## config.mk

```make
export PLATFORM = sky130hd
export DESIGN_NAME = common_mode_control
export DESIGN_NICKNAME = d
export VERILOG_FILES = /design/src/hw/common_mode_pkg.sv /design/src/hw/common_mode_control.sv /design/src/hw/pin_sync.sv
export SDC_FILE = /design/constraint.sdc
export NUM_CORES = 1
export LEC_CHECK = 0
export ABC_AREA = 1
export BUFFER_PORTS_ARGS = -buffer_cell sky130_fd_sc_hd__buf_2
export CORE_MARGIN = 3
export CORE_UTILIZATION = 30
export CTS_CLUSTER_DIAMETER = 30
export CTS_CLUSTER_SIZE = 40
export DETAILED_ROUTE_END_ITERATION = 12
export HOLD_SLACK_MARGIN = 0.12
export PLACE_DENSITY = 0.48
export SLEW_MARGIN = 20
export SYNTH_ARGS = -nofsm -noshare
export SYNTH_HDL_FRONTEND = slang
export SYNTH_SLANG_ARGS = --single-unit
```

## constraint.sdc

```tcl
create_clock -name clock -period 1.8 [get_ports clock]
set_clock_uncertainty 0.05 [all_clocks]
set_input_delay 0.09 -clock clock [delete_from_list [all_inputs] [get_ports clock]]
set_output_delay 0.09 -clock clock [all_outputs]
set_load 0.005 [all_outputs]
```

## src/hw/common_mode_pkg.sv

```systemverilog
// Package holding constants and carrier types for the common mode register block
package common_mode_pkg;

    ////////////////////////////////////////////////////////////////////////////////
    // Widths
    localparam int ADDR_W = 15;                        // Host address width
    localparam int DATA_W = 8;                         // Host data width

    ////////////////////////////////////////////////////////////////////////////////
    // Mode register location, reset and fields
    localparam logic [14:0] MODE_OFFSET     = 15'h0000; // Mode register address
    localparam logic [7:0]  MODE_RESET      = 8'h00;    // Mode register reset value
    localparam logic [7:0]  MODE_WRITE_MASK = 8'h3f;    // Bits that store a value
    localparam int SOFT_RESET_BIT  = 7;                // Self-clearing soft reset
    localparam int RESERVED_BIT    = 6;                // Reads zero
    localparam int SELFTEST_BIT    = 5;                // Buffer self-test
    localparam int ECHO_BLOCK_BIT  = 4;                // Ping reply suppression
    localparam int PPPOE_BIT       = 3;                // PPPoE enable
    localparam int BYTE_ORDER_BIT  = 2;                // Pointer byte order
    localparam int STEP_BIT        = 1;                // Pointer auto-step
    localparam int WINDOW_BIT      = 0;                // Indirect access select

    ////////////////////////////////////////////////////////////////////////////////
    // Buffer regions and pointer reset
    localparam logic [14:0] TX_BASE       = 15'h4000; // Transmit buffer first byte
    localparam logic [14:0] TX_LAST       = 15'h5fff; // Transmit buffer last byte
    localparam logic [14:0] RX_BASE       = 15'h6000; // Receive buffer first byte
    localparam logic [14:0] RX_LAST       = 15'h7fff; // Receive buffer last byte
    localparam logic [14:0] POINTER_RESET = 15'h0000; // Indirect pointer reset
    localparam logic [14:0] POINTER_STEP  = 15'h0001; // Auto-step amount
    localparam logic [7:0]  BLOCKED_READ  = 8'h00;    // Answer for refused reads

    ////////////////////////////////////////////////////////////////////////////////
    // Indirect mode slots on the two low address lines
    localparam logic [1:0] SLOT_MODE   = 2'h0;        // Mode register
    localparam logic [1:0] SLOT_PTR_A  = 2'h1;        // Pointer high (big-endian)
    localparam logic [1:0] SLOT_PTR_B  = 2'h2;        // Pointer low (big-endian)
    localparam logic [1:0] SLOT_DATA   = 2'h3;        // Data window

    ////////////////////////////////////////////////////////////////////////////////
    // Carrier types
    typedef struct packed {
        logic        cs_n;                             // Chip select, active low
        logic        rd_n;                             // Read strobe, active low
        logic        wr_n;                             // Write strobe, active low
        logic [14:0] addr;                             // Address lines
        logic [7:0]  wdata;                            // Data lines in
    } bus_pins_t;

    typedef struct packed {
        logic [14:0] addr;                             // Internal byte address
        logic [7:0]  wdata;                            // Write byte
        logic        we;                               // One-cycle write pulse
        logic        re;                               // One-cycle read pulse
    } mem_req_t;

    typedef struct packed {
        logic buffer_selftest_enable;                  // Both buffers open
        logic echo_reply_block;                        // No ping replies
        logic pppoe_enable;                            // PPPoE operation
        logic pointer_byte_order;                      // 1 little-endian
        logic address_step_enable;                     // Pointer auto-step
        logic register_window_access_select;           // Indirect access on
    } mode_bits_t;

    // Host access sequencer states
    typedef enum logic [2:0] {
        ACC_IDLE  = 3'b001,                            // Waiting for a strobe
        ACC_FETCH = 3'b010,                            // Read data due from memory
        ACC_HOLD  = 3'b100                             // Driving read data
    } acc_state_t;

endpackage

```

## src/hw/common_mode_control.sv

```systemverilog
// Common mode register with host bus front end and buffer access gating
`timescale 1ns/100ps

module common_mode_control
(
    input  wire logic                         clock,
    input  wire logic                         resetn,
    input  wire common_mode_pkg::bus_pins_t   bus_pins,
    output logic      [7:0]                   host_rdata_out,
    output logic                              host_rdata_oe,
    output common_mode_pkg::mem_req_t         mem_req,
    input  wire logic [7:0]                   mem_rdata,
    output common_mode_pkg::mode_bits_t       mode_bits,
    output logic                              soft_reset_pulse
);

    localparam int PIN_W = $bits(common_mode_pkg::bus_pins_t);

    // Whole state of the block
    typedef struct packed {
        logic [7:0]                 mode;              // Stored mode register
        logic [14:0]                pointer;           // Indirect pointer
        common_mode_pkg::acc_state_t acc;              // Access sequencer
        logic                       wr_seen;           // Write strobe already taken
        logic [7:0]                 rdata;             // Data for the pins
        logic                       step_after_read;   // Step pointer on capture
        common_mode_pkg::mem_req_t  req;               // Request to memory
        logic                       soft_reset;        // Soft reset pulse
    } ctrl_state_t;

    ctrl_state_t                state_reg;
    ctrl_state_t                state_next;
    common_mode_pkg::bus_pins_t pins;                  // Synchronised pins

    ////////////////////////////////////////////////////////////////////////////////
    // Pin synchroniser, strobes idle high
    pin_sync
    #(
        .W           (PIN_W),
        .RESET_VALUE ({3'b111, {(PIN_W - 3){1'b0}}})
    )
    u_pin_sync
    (
        .clock     (clock),
        .resetn    (resetn),
        .pin_in    (bus_pins),
        .level_out (pins)
    );

    // Decoded access view
    logic        selected;                             // Chip selected
    logic        rd_act;                               // Read in progress
    logic        wr_act;                               // Write in progress
    logic        indirect;                             // Indirect access on
    logic        little;                               // Little-endian pointer
    logic        stepping;                             // Auto-step active
    logic        is_mode;                          // Access hits mode register
    logic        is_ptr_hi;                            // Access hits pointer high
    logic        is_ptr_lo;                            // Access hits pointer low
    logic        is_data;                              // Access reaches memory
    logic [14:0] target;                               // Memory address
    logic        in_tx;                                // Target in transmit buffer
    logic        in_rx;                                // Target in receive buffer
    logic        selftest;                             // Buffer self-test on

    ////////////////////////////////////////////////////////////////////////////////
    // Address decode in direct and indirect mode
    always_comb
    begin
        selected = !pins.cs_n;
        rd_act   = selected && !pins.rd_n;
        wr_act   = selected && !pins.wr_n;
        selftest = state_reg.mode[common_mode_pkg::SELFTEST_BIT];
        indirect = state_reg.mode[common_mode_pkg::WINDOW_BIT];
        // Order and step only count in indirect mode
        little   = indirect && state_reg.mode[common_mode_pkg::BYTE_ORDER_BIT];
        stepping = indirect && state_reg.mode[common_mode_pkg::STEP_BIT];
        is_ptr_hi = 1'b0;
        is_ptr_lo = 1'b0;
        if (indirect)
        begin
            // Slot decode, byte order swaps the pointer slots
            is_mode   = pins.addr[1:0] == common_mode_pkg::SLOT_MODE;
            is_data   = pins.addr[1:0] == common_mode_pkg::SLOT_DATA;
            target    = state_reg.pointer;
            if (pins.addr[1:0] == common_mode_pkg::SLOT_PTR_A)
            begin
                is_ptr_hi = !little;
                is_ptr_lo = little;
            end
            else if (pins.addr[1:0] == common_mode_pkg::SLOT_PTR_B)
            begin
                is_ptr_hi = little;
                is_ptr_lo = !little;
            end
        end
        else
        begin
            // Direct decode on the full address
            is_mode = pins.addr == common_mode_pkg::MODE_OFFSET;
            is_data = !is_mode;
            target  = pins.addr;
        end
        in_tx = target >= common_mode_pkg::TX_BASE && target <= common_mode_pkg::TX_LAST;
        in_rx = target >= common_mode_pkg::RX_BASE && target <= common_mode_pkg::RX_LAST;
    end

    ////////////////////////////////////////////////////////////////////////////////
    // Next state: writes, read sequencing, pointer stepping, soft reset
    always_comb
    begin
        state_next            = state_reg;
        state_next.req.we     = 1'b0;
        state_next.req.re     = 1'b0;
        state_next.soft_reset = 1'b0;
        state_next.wr_seen    = wr_act;

        // Write taken once per strobe
        if (wr_act && !state_reg.wr_seen)
        begin
            if (is_mode)
            begin
                // Reserved bit dropped, soft reset bit never stored
                state_next.mode = pins.wdata & common_mode_pkg::MODE_WRITE_MASK;
            end
            else if (is_ptr_hi)
            begin
                state_next.pointer[14:8] = pins.wdata[6:0];
            end
            else if (is_ptr_lo)
            begin
                state_next.pointer[7:0] = pins.wdata;
            end
            else if (is_data)
            begin
                // Receive buffer refuses writes outside self-test
                state_next.req.addr  = target;
                state_next.req.wdata = pins.wdata;
                state_next.req.we    = !in_rx || selftest;
                if (stepping)
                begin
                    state_next.pointer = state_reg.pointer
                                         + common_mode_pkg::POINTER_STEP;
                end
            end
        end

        // Read sequencer
        case (state_reg.acc)
            common_mode_pkg::ACC_IDLE:
            begin
                if (rd_act)
                begin
                    state_next.acc = common_mode_pkg::ACC_HOLD;
                    if (is_mode)
                    begin
                        state_next.rdata = state_reg.mode;
                    end
                    else if (is_ptr_hi)
                    begin
                        state_next.rdata = {1'b0, state_reg.pointer[14:8]};
                    end
                    else if (is_ptr_lo)
                    begin
                        state_next.rdata = state_reg.pointer[7:0];
                    end
                    else if (in_tx && !selftest)
                    begin
                        // Transmit buffer refuses reads outside self-test
                        state_next.rdata = common_mode_pkg::BLOCKED_READ;
                        // A refused read is still a host read, so it steps too
                        if (stepping)
                        begin
                            state_next.pointer = state_reg.pointer
                                                 + common_mode_pkg::POINTER_STEP;
                        end
                    end
                    else
                    begin
                        // Fetch from memory, stepping once the byte is in
                        state_next.acc             = common_mode_pkg::ACC_FETCH;
                        state_next.req.addr        = target;
                        state_next.req.re          = 1'b1;
                        state_next.step_after_read = stepping;
                    end
                end
            end
            common_mode_pkg::ACC_FETCH:
            begin
                // Memory answers in the same cycle as the read pulse
                state_next.rdata = mem_rdata;
                state_next.acc   = common_mode_pkg::ACC_HOLD;
                if (state_reg.step_after_read)
                begin
                    state_next.pointer = state_reg.pointer
                                         + common_mode_pkg::POINTER_STEP;
                end
            end
            common_mode_pkg::ACC_HOLD:
            begin
                // Hold data until the strobe ends
                if (!rd_act)
                begin
                    state_next.acc = common_mode_pkg::ACC_IDLE;
                end
            end
            default:
            begin
                state_next.acc = common_mode_pkg::ACC_IDLE;
            end
        endcase

        // Soft reset returns the state to reset values, except wr_seen kept set and the soft reset pulse raised
        if (wr_act && !state_reg.wr_seen && is_mode
            && pins.wdata[common_mode_pkg::SOFT_RESET_BIT])
        begin
            state_next            = '0;
            state_next.mode       = common_mode_pkg::MODE_RESET;
            state_next.pointer    = common_mode_pkg::POINTER_RESET;
            state_next.acc        = common_mode_pkg::ACC_IDLE;
            state_next.wr_seen    = 1'b1;
            state_next.soft_reset = 1'b1;
        end
    end

    ////////////////////////////////////////////////////////////////////////////////
    // State register
    always_ff @(posedge clock or negedge resetn)
    begin
        if (!resetn)
        begin
            state_reg         <= '0;
            state_reg.mode    <= common_mode_pkg::MODE_RESET;
            state_reg.pointer <= common_mode_pkg::POINTER_RESET;
            state_reg.acc     <= common_mode_pkg::ACC_IDLE;
        end
        else
        begin
            state_reg <= state_next;
        end
    end

    ////////////////////////////////////////////////////////////////////////////////
    // Outputs
    assign host_rdata_out   = state_reg.rdata;
    assign host_rdata_oe    = state_reg.acc == common_mode_pkg::ACC_HOLD;
    assign mem_req          = state_reg.req;
    assign soft_reset_pulse = state_reg.soft_reset;

    // Mode levels to the rest of the device
    always_comb
    begin
        mode_bits.buffer_selftest_enable = state_reg.mode[common_mode_pkg::SELFTEST_BIT];
        mode_bits.echo_reply_block       =
            state_reg.mode[common_mode_pkg::ECHO_BLOCK_BIT];
        mode_bits.pppoe_enable           = state_reg.mode[common_mode_pkg::PPPOE_BIT];
        mode_bits.pointer_byte_order     = little;
        mode_bits.address_step_enable    = stepping;
        mode_bits.register_window_access_select = indirect;
    end

endmodule

```

## src/hw/pin_sync.sv

```systemverilog
// Three-stage pin synchroniser with agreement filter
`timescale 1ns/100ps

module pin_sync
#(
    parameter int         W          = 1,
    parameter logic [W-1:0] RESET_VALUE = '0
)
(
    input  wire logic         clock,
    input  wire logic         resetn,
    input  wire logic [W-1:0] pin_in,
    output logic      [W-1:0] level_out
);

    // All stages of the synchroniser
    typedef struct packed {
        logic [W-1:0] s1;                              // Metastability catcher
        logic [W-1:0] s2;                              // Second stage
        logic [W-1:0] s3;                              // Third stage
        logic [W-1:0] level;                           // Agreed value
    } sync_state_t;

    sync_state_t state_reg;
    sync_state_t state_next;

    ////////////////////////////////////////////////////////////////////////////////
    // Shift and accept a change once stages two and three agree
    always_comb
    begin
        state_next    = state_reg;
        state_next.s1 = pin_in;
        state_next.s2 = state_reg.s1;
        state_next.s3 = state_reg.s2;
        for (int i = 0; i < W; i++)
        begin
            // Bits that agree are taken
            if (state_reg.s2[i] == state_reg.s3[i])
            begin
                state_next.level[i] = state_reg.s3[i];
            end
        end
    end

    ////////////////////////////////////////////////////////////////////////////////
    // State register
    always_ff @(posedge clock or negedge resetn)
    begin
        if (!resetn)
        begin
            state_reg <= {4{RESET_VALUE}};
        end
        else
        begin
            state_reg <= state_next;
        end
    end

    assign level_out = state_reg.level;

endmodule

```

==> impl_results.md <==
- Outcome: complete, but fails checks
- Failing checks: negative setup slack
- Max-slew violation count: 0
- Gpl congestion: 0.903
- Largest net degree at the start of global routing: 66
- CTS tree: built
- CORE AREA: 23100 µm²
- Synth unique cells: 44
- Die H: 160 µm
- Vias: 5523
- Max cap viols: 0
- Share of cells above drive strength 1: 38.9%
- Leak: 4.66 nW
- Crit path arrival time: 2.17 ns
- Routed vias/inst: 4.44
- Largest family of logic cells by synthesized area: simple AND/OR/NAND/NOR gates
- Max-slew headroom: 62.3%
- Syn avg cell area: 9.71 µm²
- ANT nets after route: 0
- Top-level port count: 77
- Async set-or-reset flop fraction in the synthesized netlist: 100%
- Total power per unit cell area: 1150 nW/µm²
- Fin crit share: 103%
- Hold Violations, Final: 0
- First-pass GRT wire length: 31.5 mm
- Ys Warns: 0
- Delay-heaviest family, CP: simple AND/OR/NAND/NOR gates
- Cell Rows: 55
- Simple-gate share of the synthesized area: 20.6%
- Worst setup SP type: register
- Mux contribution to synthesized area: 0%
- Skew-Pair Late Insertion Delay: 0.43 ns
- Worst path cell trace: buf_6 > nand2_2 > inv_1 > nand2_1 > nand2_2 > clkinv_4 > nand2_1 > nand2_4 > buf_4 > nand2_1 > nand3_2 > a21oi_2
- Total power: 11.5 mW
- Final wirelength: 20.4 mm
- CTS Buffer Depth: 2
- Post-layout worst setup margin: -0.0591 ns
- Final instance area: 10000 µm²
- Xor/xnor cell area share of the yosys netlist: 0.245%
- Unrepaired setup endpoints after global routing: true
- Maximum VDD drop: 0.680 mV
- Die X: 160 µm
- Min cycle time layout: 1.86 ns
- DR iter-0 viols: 293
- Top FF cell, synth: dfrtp_1
- Reg2reg end: state_reg[51]$_DFF_PN0_
- Number of flip-flops in the largest register: 52
- Post-Layout Cell Count: 1245
- GRT Residual Overflow: 0
- Syn Std Cell Area: 7150 µm²
- Tot GR Track Use: 15.9%
- Fmax: 0.538 GHz
- Critical path depth: 12
- Commonest non-fill, non-tap cells in the layout: nand2_1, dfrtp_1, buf_4
- Syn nets: 773
- DRC: 0
- N_diodes: 0
- Nets: 956
- Post-synthesis sequential area ratio: 57.6%
- Most numerous cell on the critical path: nand2_1
- Vias in the first global route: 5478
- Number of synthesized flops with an enable pin: 0
- Placed wire-length estimate: 14.3 mm
- Worst Path Buf+Inv: 4
- Compound-gate portion of the synthesized area: 8.87%
- Setup violators final: 22
- Hold slack: 0.179 ns
- Reg-to-Reg Start: mode_bits[0]$_DFFE_PN0P_
- Starting density of the core: 31.0%
- Synth Instances: 736
- Routed WL per cell: 16.4 µm
- Post-synthesis adder-cell area fraction: 3.82%
- Flop2flop setup slack: -0.06 ns
- CTS root buffer: clkbuf_16
- Drt first pass iters: 7
- Most common cell after layout, fill and taps aside: nand2_1
- H-tree depth: 4
- Critical path type: reg2reg
- Clk sink count: 164
- Setup crit end kind: register
- Worst r2r path cells: 12
- Min-delay worst type: in2async
- Max FO, Critical Path: 7
- Area Overhead vs Synth: 39.9%
- CP required: 2.11 ns
- CTS Buf Count: 17
- Post-DP Area: 8280 µm²
- Worst slew pin tran: 0.559 ns
- Crit-path max cell delay: 0.45 ns
- Inst Count DP: 1161
- Slowest cell on the critical path: dfrtp_2
- Register bit count reported by yosys: 164
- IO buf count: 76
- Reg clk slew, reported paths: 0.07 ns
- Initial antenna violation count: 0
- Die Area: 25700 µm²
-- worst min-delay path, cell delays in order --
cell and delay [ns]:
dlygate4sd3_1 0.55, buf_6 0.17, buf_12 0.21
-- worst max path at each step --
stage / to / from
finish: state_reg[51]$_DFF_PN0_ / mode_bits[0]$_DFFE_PN0P_
global route: state_reg[47]$_DFF_PN0_ / mode_bits[0]$_DFFE_PN0P_
CTS: host_rdata_out[5]$_DFFE_PN0P_ / mode_bits[0]$_DFFE_PN0P_
detailed placement: host_rdata_out[0]$_DFFE_PN0P_ / mode_bits[0]$_DFFE_PN0P_
global placement: host_rdata_out[6]$_DFFE_PN0P_ / mode_bits[0]$_DFFE_PN0P_
floorplan: mem_req[12]$_DFF_PN0_ / state_reg[36]$_DFFE_PN1P_
-- per-stage QoR --
stage	utilization, %	setup slack, ns	setup TNS [ns]
6_report	43.4	-0.0591	-0.713
4_1_cts	41.0	-0.0297	-0.336
2_1_floorplan	-	0.0354	0
3_5_place_dp	35.9	-0.216	-6.99
3_3_place_gp	35.9	-0.242	-6.59
5_1_grt	43.4	-0.143	-5.86
-- power breakdown --
group          switching, mW  leakage [nW]  total [mW]  internal, mW
registers              0.408          1.95        4.62          4.21
logic                   1.69          2.41        2.98          1.29
clock network           1.63         0.299        3.86          2.24
total                   3.73          4.66        11.5          7.74
-- layer usage --
| layer | vias up | track usage, % | wire length (µm) |
|---|---|---|---|
| met2 | 138 | 24.5 | 9260 |
| met3 | 21 | 3.25 | 932 |
| met1 | 2610 | 22.8 | 9960 |
| li1 | 2754 | - | - |
| met5 | - | 0 | 0 |
| met4 | 0 | 4.34 | 246 |
-- area by class of cell --
class | instances | area (µm²)
fill | 2224 | 13100
sequential | 164 | 4120
multi-input combinational | 463 | 2900
timing repair buffer | 219 | 1740
clock buffer | 19 | 433
tap | 313 | 392
inverter | 54 | 229
clock inverter | 13 | 186
-- logic make-up after synthesis --
family	count (synthesis)
adders and majority gates	27
xor gates and xnor gates	2
and+or+nand+nor	321
buffers and inverters	111
AOI/OAI and AO/OA	111
DFF	164
-- what timing repair did --
item | CTS | global route
setup endpoints to repair | 55 | 57
cloned | 1 | 3
setup buffers | 3 | 9
resized for setup | 45 | 116
endpoints found under the hold margin | 186 | 0
hold buffers | 36 | 0
pin swaps | 8 | 44
-- synth_stat cells, types with 4 or more instances --
master    number  area share (%)
a21oi_2        8            0.98
o21ai_1       15             1.1
maj3_1        26             3.6
o211ai_1       5            0.53
buf_6          4            0.63
buf_4         41             4.3
nand4_1        5            0.44
nand3_2       12             1.7
nand3_1       46             3.2
dfstp_2       13             4.8
inv_2          6            0.31
inv_1         46             2.4
dfrtp_1      151              53
nor2_1        35             1.8
a21oi_1       25             1.8
buf_2          9            0.63
o21ai_0       47             3.3
nand2_1      202              11
Power figures use the tool's default switching activity.
